## config.mk

```make
export PLATFORM = sky130hd
export DESIGN_NAME = ctw_ctrl
export DESIGN_NICKNAME = d
export VERILOG_FILES = /design/src/shared/ctw_pkg.sv /design/src/core/ctw_timer.sv /design/src/core/ctw_ctrl.sv
export SDC_FILE = /design/constraint.sdc
export NUM_CORES = 1
export LEC_CHECK = 0
export BUFFER_PORTS_ARGS = -buffer_cell sky130_fd_sc_hd__buf_2
export CAP_MARGIN = 20
export CORE_ASPECT_RATIO = 0.8
export CORE_MARGIN = 3
export CORE_UTILIZATION = 56
export CTS_BUF_LIST = sky130_fd_sc_hd__clkbuf_4
export CTS_CLUSTER_SIZE = 8
export DETAILED_ROUTE_END_ITERATION = 6
export PLACE_DENSITY = 0.89
export REMOVE_ABC_BUFFERS = 1
export SLEW_MARGIN = 30
export SYNTH_ARGS = -nofsm -noshare
export SYNTH_HDL_FRONTEND = slang
export SYNTH_SLANG_ARGS = --single-unit
```

## constraint.sdc

```tcl
create_clock -name clock -period 3.9 [get_ports clock]
set_input_delay 0.975 -clock clock [delete_from_list [all_inputs] [get_ports clock]]
set_output_delay 0.975 -clock clock [all_outputs]
set_load 0.01 [all_outputs]
```

## src/shared/ctw_pkg.sv

```systemverilog
package ctw_pkg;

  // Clock rate
  localparam int unsigned CLK_MHZ = 20;

  // Register byte offsets
  localparam logic [7:0] ADDR_CTRL = 8'h00;
  localparam logic [7:0] ADDR_STATUS = 8'h04;

  // Control register fields
  localparam int CTRL_ACTIVE_REQ = 0;
  localparam int CTRL_TX_OFF = 1;
  localparam int CTRL_MANUAL_ON = 2;
  localparam int CTRL_OFFLINE_SEL = 3;
  localparam int CTRL_PN_ENABLE = 4;
  localparam int CTRL_SPLIT_ENABLE = 5;
  localparam logic [5:0] CTRL_RESET = 6'h00;

  // Status register fields
  localparam int STAT_MODE_LSB = 0;
  localparam int STAT_SUPPLY_OK = 2;
  localparam int STAT_WAKE = 3;
  localparam int STAT_FAULT = 4;

  // Transceiver mode codes
  localparam logic [1:0] MODE_OFFLINE = 2'h0;
  localparam logic [1:0] MODE_LISTEN = 2'h1;
  localparam logic [1:0] MODE_ONLINE = 2'h2;
  localparam logic [1:0] MODE_ACTIVE = 2'h3;

  // Chip system mode codes seen on sys_mode
  localparam logic [1:0] SYS_NORMAL = 2'h1;
  localparam logic [1:0] SYS_FLASH = 2'h2;

  // Wake-up message patterns
  localparam logic [3:0] INIT_LEN = 4'h7;
  localparam logic [55:0] INIT_PATTERN = 56'hC6EEEEEEEEEEEF;
  localparam logic [3:0] GLOBAL_LEN = 4'h8;
  localparam logic [63:0] GLOBAL_PATTERN = 64'hC6EEEEEEEEEEEE37;

  // Times in microseconds
  localparam int unsigned OFFLINE_SHORT_US = 50000;
  localparam int unsigned OFFLINE_LONG_US = 200000;
  localparam int unsigned OFFLINE_EXT_US = 1500000;
  localparam int unsigned GW_TIMEOUT_US = 100000;
  localparam int unsigned CLAMP_LOW_US = 2000;

  // Conventional wake filter phases
  typedef enum logic [1:0] {
    CTW_WF_IDLE,
    CTW_WF_DOM1,
    CTW_WF_REC1,
    CTW_WF_DOM2
  } ctw_wf_type;

endpackage

```

## src/core/ctw_timer.sv

```systemverilog
`timescale 1ns/1ps
`default_nettype none

// Saturating up-counter with a run-time limit
module ctw_timer (
  // Clock and reset
  input wire logic clock,
  input wire logic reset_n,
  // Control
  input wire logic restart,
  input wire logic run,
  input wire logic [31:0] limit,
  // Result
  output logic expired
);

  logic [31:0] count_reg;
  logic [31:0] count_next;
  logic at_limit;

  // Stops at the limit so a long idle never wraps
  assign at_limit = (count_reg >= limit);
  assign count_next = restart ? 32'h0000_0000 :
                      (run && !at_limit) ? count_reg + 32'h0000_0001 :
                      count_reg;
  assign expired = at_limit && !restart;

  // Counter
  always_ff @(posedge clock or negedge reset_n) begin
    if (!reset_n) begin
      count_reg <= 32'h0000_0000;
    end else begin
      count_reg <= count_next;
    end
  end

endmodule

`default_nettype wire

```

## src/core/ctw_ctrl.sv

```systemverilog
// Behaviour
// - Supply regulator turns on on bus activity or when transceiver enabled.
// - Supply overload turns regulator off and is reported in status.
// - Manual supply-on bit powers the regulator regardless of the mode.
// - Start timeout or short: regulator off, ok cleared, tx off set, manual cleared.
// - Restart on tx-off clear in Active, wake, manual set, Active entry.
// - Four modes, current one shown in a two-bit status field.
// - Active only with active request and system mode Normal or Flash.
// - Entering Active switches the supply regulator on.
// - Transmitter-off in Active disables driver, receiver keeps working.
// - Leaving Active stops transmitter, watches wake, termination autonomous.
// - On-line: normal bias, transmitter off, receive pin low on wake.
// - On-line bus stuck dominant or recessive for off-line time: Off-line.
// - On-line Listen ignores all but global wake, receive pin high.
// - Off-line disables transceiver, terminates bus weakly to ground.
// - One control bit selects between two off-line times.
// - Entering On-line modes from Off-line uses the extended off-line time.
// - Conventional wake needs dominant, recessive, dominant, recessive.
// - Global wake filtering only with partial networking enabled.
// - Initial message data C6 EE EE EE EE EE EF recognised.
// - Global message C6 EE..EE 37 within timeout after initial wakes.
// - Listen entered from Off-line: global message alone within timeout.
//
// Decided for this implementation: the APB interface to the registers and the address map.
`timescale 1ns/1ps
`default_nettype none

module ctw_ctrl #(
  parameter int unsigned OFFLINE_SHORT_CYC =
    ctw_pkg::OFFLINE_SHORT_US * ctw_pkg::CLK_MHZ,
  parameter int unsigned OFFLINE_LONG_CYC =
    ctw_pkg::OFFLINE_LONG_US * ctw_pkg::CLK_MHZ,
  parameter int unsigned OFFLINE_EXT_CYC =
    ctw_pkg::OFFLINE_EXT_US * ctw_pkg::CLK_MHZ,
  parameter int unsigned GW_TIMEOUT_CYC =
    ctw_pkg::GW_TIMEOUT_US * ctw_pkg::CLK_MHZ,
  parameter int unsigned CLAMP_LOW_CYC =
    ctw_pkg::CLAMP_LOW_US * ctw_pkg::CLK_MHZ
) (
  // Clock and reset
  input wire logic clock,
  input wire logic reset_n,
  // APB slave
  input wire logic psel,
  input wire logic penable,
  input wire logic pwrite,
  input wire logic [7:0] paddr,
  input wire logic [31:0] pwdata,
  output logic [31:0] prdata,
  output logic pready,
  output logic pslverr,
  // Chip system mode, same clock
  input wire logic [1:0] sys_mode,
  // Microcontroller pins
  input wire logic transmit_pin,
  output logic receive_pin,
  // Bus front end
  input wire logic bus_dominant,
  output logic tx_drive_dominant,
  output logic transceiver_enable,
  output logic term_mid_en,
  output logic term_gnd_en,
  output logic split_en,
  // Received frames from the wake-up frame decoder
  input wire logic msg_valid,
  input wire logic [3:0] msg_len,
  input wire logic [63:0] msg_data,
  // Transceiver supply regulator
  input wire logic supply_good,
  output logic can_supply_regulator,
  // Wake request to the system controller
  output logic wake_req
);

  typedef enum logic [1:0] {
    CTW_ACTIVE,
    CTW_ONLINE,
    CTW_LISTEN,
    CTW_OFFLINE
  } ctw_mode_type;

  ctw_mode_type state_reg;
  ctw_mode_type state_next;

  // Pin synchronisers: bus level, transmit pin, supply comparator
  logic [2:0] sync1_reg;
  logic [2:0] sync2_reg;
  logic dom_s;
  logic txd_s;
  logic good_s;
  logic dom_d_reg;
  logic bus_edge;

  // Control bits
  logic active_req_reg;
  logic tx_off_reg;
  logic tx_off_next;
  logic manual_reg;
  logic manual_next;
  logic offline_sel_reg;
  logic pn_en_reg;
  logic split_reg;

  // Status and supply state
  logic [1:0] transceiver_mode_status;
  logic supply_ok_status;
  logic ok_next;
  logic fault_reg;
  logic fault_next;
  logic fault_flag_reg;
  logic wake_flag_reg;
  logic reg_on_reg;
  logic reg_on_next;
  logic fault_evt;
  logic restart_evt;
  logic demand;

  // Wake logic
  ctw_pkg::ctw_wf_type wf_reg;
  ctw_pkg::ctw_wf_type wf_next;
  logic conv_wake;
  logic global_wake;
  logic wake_evt;
  logic init_match;
  logic global_match;
  logic gw_window_reg;
  logic gw_start;
  logic ext_reg;

  // Timers
  logic [31:0] offline_limit;
  logic offline_run;
  logic offline_exp;
  logic gw_exp;
  logic clamp_run;
  logic clamp_exp;

  // Bus decode
  logic setup_phase;
  logic wr_ctrl;
  logic wr_status;
  logic sel_ctrl;
  logic sel_status;
  logic [31:0] ctrl_word;
  logic [31:0] status_word;
  logic [31:0] rd_next;
  logic [31:0] prdata_reg;

  // Output flops and combinational mode qualifiers
  logic rx_reg;
  logic tx_drv_reg;
  logic act_ok;
  logic is_online;

  // Two-flop synchronisers; only the second stage is used
  always_ff @(posedge clock or negedge reset_n) begin
    if (!reset_n) begin
      sync1_reg <= 3'h4;
      sync2_reg <= 3'h4;
      dom_d_reg <= 1'b0;
    end else begin
      sync1_reg <= {transmit_pin, supply_good, bus_dominant};
      sync2_reg <= sync1_reg;
      dom_d_reg <= dom_s;
    end
  end

  assign dom_s = sync2_reg[0];
  assign good_s = sync2_reg[1];
  assign txd_s = sync2_reg[2];
  assign bus_edge = dom_s ^ dom_d_reg;

  // APB decode; a zero-wait slave with data loaded in setup
  assign setup_phase = psel && !penable;
  assign sel_ctrl = (paddr == ctw_pkg::ADDR_CTRL);
  assign sel_status = (paddr == ctw_pkg::ADDR_STATUS);
  assign wr_ctrl = psel && penable && pwrite && sel_ctrl;
  assign wr_status = psel && penable && pwrite && sel_status;
  assign pready = 1'b1;
  assign pslverr = psel && penable && !sel_ctrl && !sel_status;
  assign prdata = prdata_reg;

  assign ctrl_word = {26'h000_0000, split_reg, pn_en_reg, offline_sel_reg,
                      manual_reg, tx_off_reg, active_req_reg};
  assign status_word = {27'h000_0000, fault_flag_reg, wake_flag_reg,
                        supply_ok_status, transceiver_mode_status};
  assign rd_next = sel_ctrl ? ctrl_word :
                   sel_status ? status_word : 32'h0000_0000;

  // Mode qualification and mode code
  assign act_ok = active_req_reg &&
                  (sys_mode == ctw_pkg::SYS_NORMAL ||
                   sys_mode == ctw_pkg::SYS_FLASH);
  assign is_online = (state_reg == CTW_ONLINE) ||
                     (state_reg == CTW_LISTEN);

  always_comb begin
    unique case (state_reg)
      CTW_ACTIVE: transceiver_mode_status = ctw_pkg::MODE_ACTIVE;
      CTW_ONLINE: transceiver_mode_status = ctw_pkg::MODE_ONLINE;
      CTW_LISTEN: transceiver_mode_status = ctw_pkg::MODE_LISTEN;
      CTW_OFFLINE: transceiver_mode_status = ctw_pkg::MODE_OFFLINE;
    endcase
  end

  // Mode transitions; Active always has priority when qualified
  always_comb begin
    state_next = state_reg;
    unique case (state_reg)
      CTW_ACTIVE: begin
        if (!act_ok) begin
          state_next = pn_en_reg ? CTW_LISTEN : CTW_ONLINE;
        end
      end
      CTW_ONLINE, CTW_LISTEN: begin
        if (act_ok) begin
          state_next = CTW_ACTIVE;
        end else if (offline_exp) begin
          state_next = CTW_OFFLINE;
        end else begin
          state_next = pn_en_reg ? CTW_LISTEN : CTW_ONLINE;
        end
      end
      CTW_OFFLINE: begin
        if (act_ok) begin
          state_next = CTW_ACTIVE;
        end else if (bus_edge) begin
          state_next = pn_en_reg ? CTW_LISTEN : CTW_ONLINE;
        end
      end
    endcase
  end

  // Off-line timer; bus edges restart it, extended limit after Off-line
  assign offline_run = is_online;
  assign offline_limit = ext_reg ? OFFLINE_EXT_CYC :
                         offline_sel_reg ? OFFLINE_LONG_CYC :
                         OFFLINE_SHORT_CYC;

  ctw_timer offline_timer (
    .clock(clock),
    .reset_n(reset_n),
    .restart(bus_edge || !offline_run),
    .run(offline_run),
    .limit(offline_limit),
    .expired(offline_exp)
  );

  // Conventional wake filter, off in Active and in Listen
  always_comb begin
    wf_next = wf_reg;
    conv_wake = 1'b0;
    if (state_reg == CTW_ACTIVE || state_reg == CTW_LISTEN ||
        pn_en_reg) begin
      wf_next = ctw_pkg::CTW_WF_IDLE;
    end else begin
      unique case (wf_reg)
        ctw_pkg::CTW_WF_IDLE: if (dom_s) wf_next = ctw_pkg::CTW_WF_DOM1;
        ctw_pkg::CTW_WF_DOM1: if (!dom_s) wf_next = ctw_pkg::CTW_WF_REC1;
        ctw_pkg::CTW_WF_REC1: if (dom_s) wf_next = ctw_pkg::CTW_WF_DOM2;
        ctw_pkg::CTW_WF_DOM2: begin
          if (!dom_s) begin
            wf_next = ctw_pkg::CTW_WF_IDLE;
            conv_wake = 1'b1;
          end
        end
      endcase
    end
  end

  // Global wake; the identifier is not looked at
  assign init_match = msg_valid && (msg_len == ctw_pkg::INIT_LEN) &&
                      (msg_data[63:8] == ctw_pkg::INIT_PATTERN);
  assign global_match = msg_valid && (msg_len == ctw_pkg::GLOBAL_LEN) &&
                        (msg_data == ctw_pkg::GLOBAL_PATTERN);
  assign global_wake = (state_reg == CTW_LISTEN) && gw_window_reg &&
                       !gw_exp && global_match;
  // Window opens on the initial message or on direct entry from Off-line
  assign gw_start = ((state_reg == CTW_LISTEN) && init_match) ||
                    ((state_reg == CTW_OFFLINE) &&
                     (state_next == CTW_LISTEN));
  assign wake_evt = conv_wake || global_wake;

  ctw_timer gw_timer (
    .clock(clock),
    .reset_n(reset_n),
    .restart(gw_start),
    .run(gw_window_reg),
    .limit(GW_TIMEOUT_CYC),
    .expired(gw_exp)
  );

  // Supply control: demand from any non-Off-line mode or manual bit
  assign demand = (state_next != CTW_OFFLINE) || manual_reg;
  assign clamp_run = reg_on_reg && !good_s && !supply_ok_status;

  ctw_timer clamp_timer (
    .clock(clock),
    .reset_n(reset_n),
    .restart(!clamp_run),
    .run(clamp_run),
    .limit(CLAMP_LOW_CYC),
    .expired(clamp_exp)
  );

  // Start timeout or collapse while up; both are overloads
  assign fault_evt = (clamp_run && clamp_exp) ||
                     (reg_on_reg && supply_ok_status && !good_s);
  assign restart_evt =
    (tx_off_reg && !tx_off_next && state_reg == CTW_ACTIVE) ||
    (wake_evt && state_reg != CTW_ACTIVE) ||
    (wr_ctrl && pwdata[ctw_pkg::CTRL_MANUAL_ON] && !manual_reg) ||
    (state_reg != CTW_ACTIVE && state_next == CTW_ACTIVE);
  assign fault_next = fault_evt ? 1'b1 :
                      restart_evt ? 1'b0 : fault_reg;
  assign reg_on_next = demand && !fault_next;
  assign ok_next = (fault_evt || !reg_on_reg) ? 1'b0 :
                   good_s ? 1'b1 : supply_ok_status;

  // Hardware update wins over a software write in the same cycle
  assign tx_off_next = fault_evt ? 1'b1 :
                       wr_ctrl ? pwdata[ctw_pkg::CTRL_TX_OFF] :
                       tx_off_reg;
  assign manual_next = fault_evt ? 1'b0 :
                       wr_ctrl ? pwdata[ctw_pkg::CTRL_MANUAL_ON] :
                       manual_reg;

  // Mode, filter and window state
  always_ff @(posedge clock or negedge reset_n) begin
    if (!reset_n) begin
      state_reg <= CTW_OFFLINE;
      wf_reg <= ctw_pkg::CTW_WF_IDLE;
      gw_window_reg <= 1'b0;
      ext_reg <= 1'b0;
    end else begin
      state_reg <= state_next;
      wf_reg <= wf_next;
      gw_window_reg <= gw_start ||
                       (gw_window_reg && !gw_exp && !global_wake &&
                        state_next == CTW_LISTEN);
      ext_reg <= (state_reg == CTW_OFFLINE && state_next != CTW_OFFLINE &&
                  state_next != CTW_ACTIVE) ||
                 (ext_reg && state_next != CTW_OFFLINE &&
                  state_next != CTW_ACTIVE);
    end
  end

  // Control register; unwritten bits keep their value except tx-off and manual, which a fault sets and clears
  always_ff @(posedge clock or negedge reset_n) begin
    if (!reset_n) begin
      active_req_reg <= ctw_pkg::CTRL_RESET[ctw_pkg::CTRL_ACTIVE_REQ];
      offline_sel_reg <= ctw_pkg::CTRL_RESET[ctw_pkg::CTRL_OFFLINE_SEL];
      pn_en_reg <= ctw_pkg::CTRL_RESET[ctw_pkg::CTRL_PN_ENABLE];
      split_reg <= ctw_pkg::CTRL_RESET[ctw_pkg::CTRL_SPLIT_ENABLE];
      tx_off_reg <= ctw_pkg::CTRL_RESET[ctw_pkg::CTRL_TX_OFF];
      manual_reg <= ctw_pkg::CTRL_RESET[ctw_pkg::CTRL_MANUAL_ON];
    end else begin
      tx_off_reg <= tx_off_next;
      manual_reg <= manual_next;
      if (wr_ctrl) begin
        active_req_reg <= pwdata[ctw_pkg::CTRL_ACTIVE_REQ];
        offline_sel_reg <= pwdata[ctw_pkg::CTRL_OFFLINE_SEL];
        pn_en_reg <= pwdata[ctw_pkg::CTRL_PN_ENABLE];
        split_reg <= pwdata[ctw_pkg::CTRL_SPLIT_ENABLE];
      end
    end
  end

  // Supply state and sticky flags; a new event beats a clear
  always_ff @(posedge clock or negedge reset_n) begin
    if (!reset_n) begin
      fault_reg <= 1'b0;
      reg_on_reg <= 1'b0;
      supply_ok_status <= 1'b0;
      fault_flag_reg <= 1'b0;
      wake_flag_reg <= 1'b0;
    end else begin
      fault_reg <= fault_next;
      reg_on_reg <= reg_on_next;
      supply_ok_status <= ok_next;
      fault_flag_reg <= fault_evt ||
        (fault_flag_reg && !(wr_status && pwdata[ctw_pkg::STAT_FAULT]));
      wake_flag_reg <= wake_evt ||
        (wake_flag_reg && !(wr_status && pwdata[ctw_pkg::STAT_WAKE]));
    end
  end

  // Pin-facing outputs and read data, all from flops
  always_ff @(posedge clock or negedge reset_n) begin
    if (!reset_n) begin
      rx_reg <= 1'b1;
      tx_drv_reg <= 1'b0;
      prdata_reg <= 32'h0000_0000;
    end else begin
      rx_reg <= (state_reg == CTW_ACTIVE) ? !dom_s :
                (state_reg == CTW_LISTEN) ? 1'b1 :
                !wake_flag_reg;
      tx_drv_reg <= (state_next == CTW_ACTIVE) && !tx_off_next &&
                    ok_next && !txd_s;
      if (setup_phase) begin
        prdata_reg <= rd_next;
      end
    end
  end

  // Front-end control; floating termination while the supply is faulted
  assign receive_pin = rx_reg;
  assign tx_drive_dominant = tx_drv_reg;
  assign transceiver_enable = (state_reg != CTW_OFFLINE);
  assign term_mid_en = (state_reg != CTW_OFFLINE) && !fault_reg;
  assign term_gnd_en = (state_reg == CTW_OFFLINE) && !fault_reg;
  assign split_en = split_reg && (state_reg == CTW_ONLINE ||
                                  state_reg == CTW_ACTIVE);
  assign can_supply_regulator = reg_on_reg;
  assign wake_req = wake_evt;

endmodule

`default_nettype wire

```

==> impl_metrics.tcl <==
set metrics [dict create \
    status "finished, violations left" \
    violations "negative setup slack" \
    cp.depth 11 \
    rr_worst_depth 12 \
    cp.arrival_ns 3.48 \
    power_frac_comb 0.178 \
    die_y_um 104 \
    max_freq_mhz 224 \
    vias_per_cell 5.69 \
    fin_cells 980 \
    grt.overflow.total 0 \
    leakage_nw 3.62 \
    die-area_um2 13300 \
    maxCapViolCount 0 \
    slew_violations 0 \
    cpMostUsedCell "buf_6" \
    avgSynthCellArea_um2 9.72 \
    area_growth_pct 17.7 \
    maxSlewHeadroom 0.423 \
    setup_viol 1 \
    clk_pin_slew_worst_paths_ns 0.12 \
    via_count 5580 \
    dp_slack_ns -0.0543 \
    fp.dieW_um 128 \
    synth_edf_count 0 \
    rows 35 \
    criticalPathCategory "reg -> out" \
    crit_required_ns 2.92 \
    setup_ws_ns -0.558 \
    cts_tree "done" \
    utilization 0.678 \
    tightest_slew_ns 0.865 \
    wl_per_cell_um 16.0 \
    hold_class "in -> async" \
    path_max_fanout 4 \
    synth_seq_cells 128 \
    dpl.hpwl_mm 11.0 \
    cp-start-kind "register" \
    critPathMaxStageDelay_ns 0.52 \
    powerDensity_nw_per_um2 393 \
    post-route-period-util 1.14 \
    regToRegEndpoint "gw_window_reg$_DFF_PN0_" \
    drcViolationCount 0 \
    yosys.area.top_type "dfrtp_1" \
    setup.worst_path.end "wake_req" \
    pwr-share-seq 0.498 \
    synth.most_common_cell "dfrtp_1" \
    cp-startpoint "ext_reg$_DFF_PN0_" \
    hold_slack_ns 0.357 \
    p_total_mw 3.10 \
    fin_nets 964 \
    synthArstFlopShare 1.00 \
    gp_congestion 0.914 \
    endpoint_kind "primary output" \
    grt_pass1_wl_mm 25.5 \
    hold_buffers 0 \
    fp.coreArea_um2 11600 \
    drtPass1Iterations 5 \
    grt_setup_unrepaired "yes" \
    grt_max_degree 97 \
    power.share.switching 0.299 \
    io_pins 161 \
    drive_above_1_share 0.223 \
    clk_latency_ns 0.54 \
    cp_cell_sequence "buf_6 > clkinvlp_4 > buf_6 > ha_4 > nand2_4 > or4b_4 > a311o_1 > or4_4 > nand2_4 > o31ai_4 > buf_6" \
    routed.top_layer "met4" \
    p_sw_mw 0.927 \
    synth_cells 688 \
    route.met2.wl_mm 7.44 \
    period_minus_slack_ns 4.46 \
    wl_mm 15.6 \
    htreeDepth 4 \
    yosys_most_used_dff "dfrtp_1" \
    ys_seq_area_frac 0.480 \
    grt_pass1_vias 5413 \
    dpl.cell_count 940 \
    fin_skew_ns 0.0156 \
    numPortBuffers 107 \
    hold_violations 0 \
    antenna_left 0 \
    cts_buffers 17 \
    clock-root-buffer "clkbuf_4" \
    r2r_slack_ns 0.33 \
    synth_area_um2 6690 \
    r2r_start "ext_reg$_DFF_PN0_" \
    wl_met3_mm 1.16 \
    p_int_mw 2.17 \
    drt-met1-wl_mm 6.63 \
    yosys_warnings 0 \
    ir_worst_vdd_mv 0.202 \
    path_buf_inv 4 \
    cts_sinks 128 \
    antenna_found_initial 1 \
    grtUsageTotal 0.239 \
    synthTopCellsByCount "123 x dfrtp_1, 99 x nor2_1, 47 x nand2_1" \
    pwr-share-clk 0.325 \
    cpMaxStageDelayCell "or4b_4" \
    ys_top_cells_by_area "dfrtp_1 46%, nor2_1 5.6%, xor2_1 5.4%" \
    dr.first_iter.drc_count 421 \
    yosysUniqueCellTypes 61 \
    initial_core_util 0.576 \
    cpLargestDelayFamily "simple AND/OR/NAND/NOR gates" \
    clockBufferDepth 2 \
    fillCellCount 842 \
    synth_top_area_frac 0.460 \
]
## worst min path at each step
stage | from | to | slack, ns | cells after the start
3_5_place_dp | sync1_reg[0]$_DFF_PN0_ | sync2_reg[0]$_DFF_PN0_ | 0.34 | 0
6_report | reset_n | clamp_timer.count_reg[19]$_DFFE_PN0P_ | 0.36 | 1
5_1_grt | reset_n | clamp_timer.count_reg[19]$_DFFE_PN0P_ | 0.36 | 1
2_1_floorplan | sync1_reg[0]$_DFF_PN0_ | sync2_reg[0]$_DFF_PN0_ | 0.33 | 0
4_1_cts | reset_n | clamp_timer.count_reg[19]$_DFFE_PN0P_ | 0.35 | 1
3_3_place_gp | sync1_reg[0]$_DFF_PN0_ | sync2_reg[0]$_DFF_PN0_ | 0.34 | 0
## power groups by stage
| stage | sequential [mW] | combinational (mW) | clock, mW |
|---|---|---|---|
| 6_report | 1.54 | 0.551 | 1.01 |
| 5_1_grt | 1.56 | 0.626 | 1.08 |
| 4_1_cts | 1.54 | 0.544 | 1.02 |
| 3_5_place_dp | 1.56 | 0.536 | 0 |
| 3_3_place_gp | 1.56 | 0.515 | 0 |
| 2_1_floorplan | 1.54 | 0.332 | 0 |
## metal layers
layer / vias up / GRT usage
li1: 2616 / -
met1: 2661 / 0.326
met2: 264 / 0.378
met3: 39 / 0.0505
met4: 0 / 0.0833
met5: - / 0
## worst reg2reg max path: cells and delay by family, from the launching register on
family | cells | cell delay [ns]
and+or+nand+nor | 4 | 1.26
buffers and inverters | 4 | 0.62
AOI/OAI and AO/OA | 3 | 0.86
DFF | 1 | 0.44
adders and majority gates | 1 | 0.28
## cells in the final DEF, fill, tap and decap left out, types with 6 or more instances in the layout
cell      Yosys  final
dfrtp_1     123    122
buf_2         1    105
nor2_1       99     99
nand2_1      47     45
xor2_1       41     41
nand3_1      29     29
inv_1        29     27
conb_1        2     27
ha_1         27     24
and2_1       22     22
xnor2_1      21     21
nand4_1      21     21
clkbuf_4      0     20
buf_4        27     20
a21oi_1      19     19
nor4_1       18     18
and3_1       16     16
nor3_1       15     15
o21ai_0      11     11
nand4b_1      9      9
o31ai_1       8      7
mux2i_1       6      6
## logic make-up (layout without fill, tap and decap cells)
group / count (synthesis) / count (layout) / synth area share
and+or+nand+nor: 311 / 311 / 0.240
DFF: 128 / 128 / 0.480
AOI/OAI and AO/OA: 75 / 75 / 0.0762
buffers and inverters: 74 / 192 / 0.0571
xor gates and xnor gates: 62 / 62 / 0.0812
adders and majority gates: 28 / 28 / 0.0520
muxes: 8 / 8 / 0.0124
other: 2 / 28 / 0.00112
## repair_timing
action / CTS / global route
setup endpoints to repair: 1 / 1
pin swaps: 7 / 3
resized for setup: 15 / 9
buffers inserted: 6 / 2
## through the flow
stage | instance area, um^2 | setup TNS, ns
2_1_floorplan | 6510 | 0
3_3_place_gp | 7370 | -0.0225
3_5_place_dp | 7370 | -0.0543
4_1_cts | 7820 | -0.446
5_1_grt | 7870 | -0.634
6_report | 7870 | -0.558
## cell type report
class | instances | area [um^2] | area share
flip-flops and latches | 128 | 3210 | 0.408
well taps | 148 | 185 | 0.0235
clock buffers | 20 | 150 | 0.0191
multi-input cells | 511 | 3290 | 0.418
repair buffers | 131 | 752 | 0.0955
diodes | 1 | 2.50 | 0.000318
inverters | 29 | 113 | 0.0143
clock inverters | 12 | 168 | 0.0213
(Power assumes the default switching activity.)
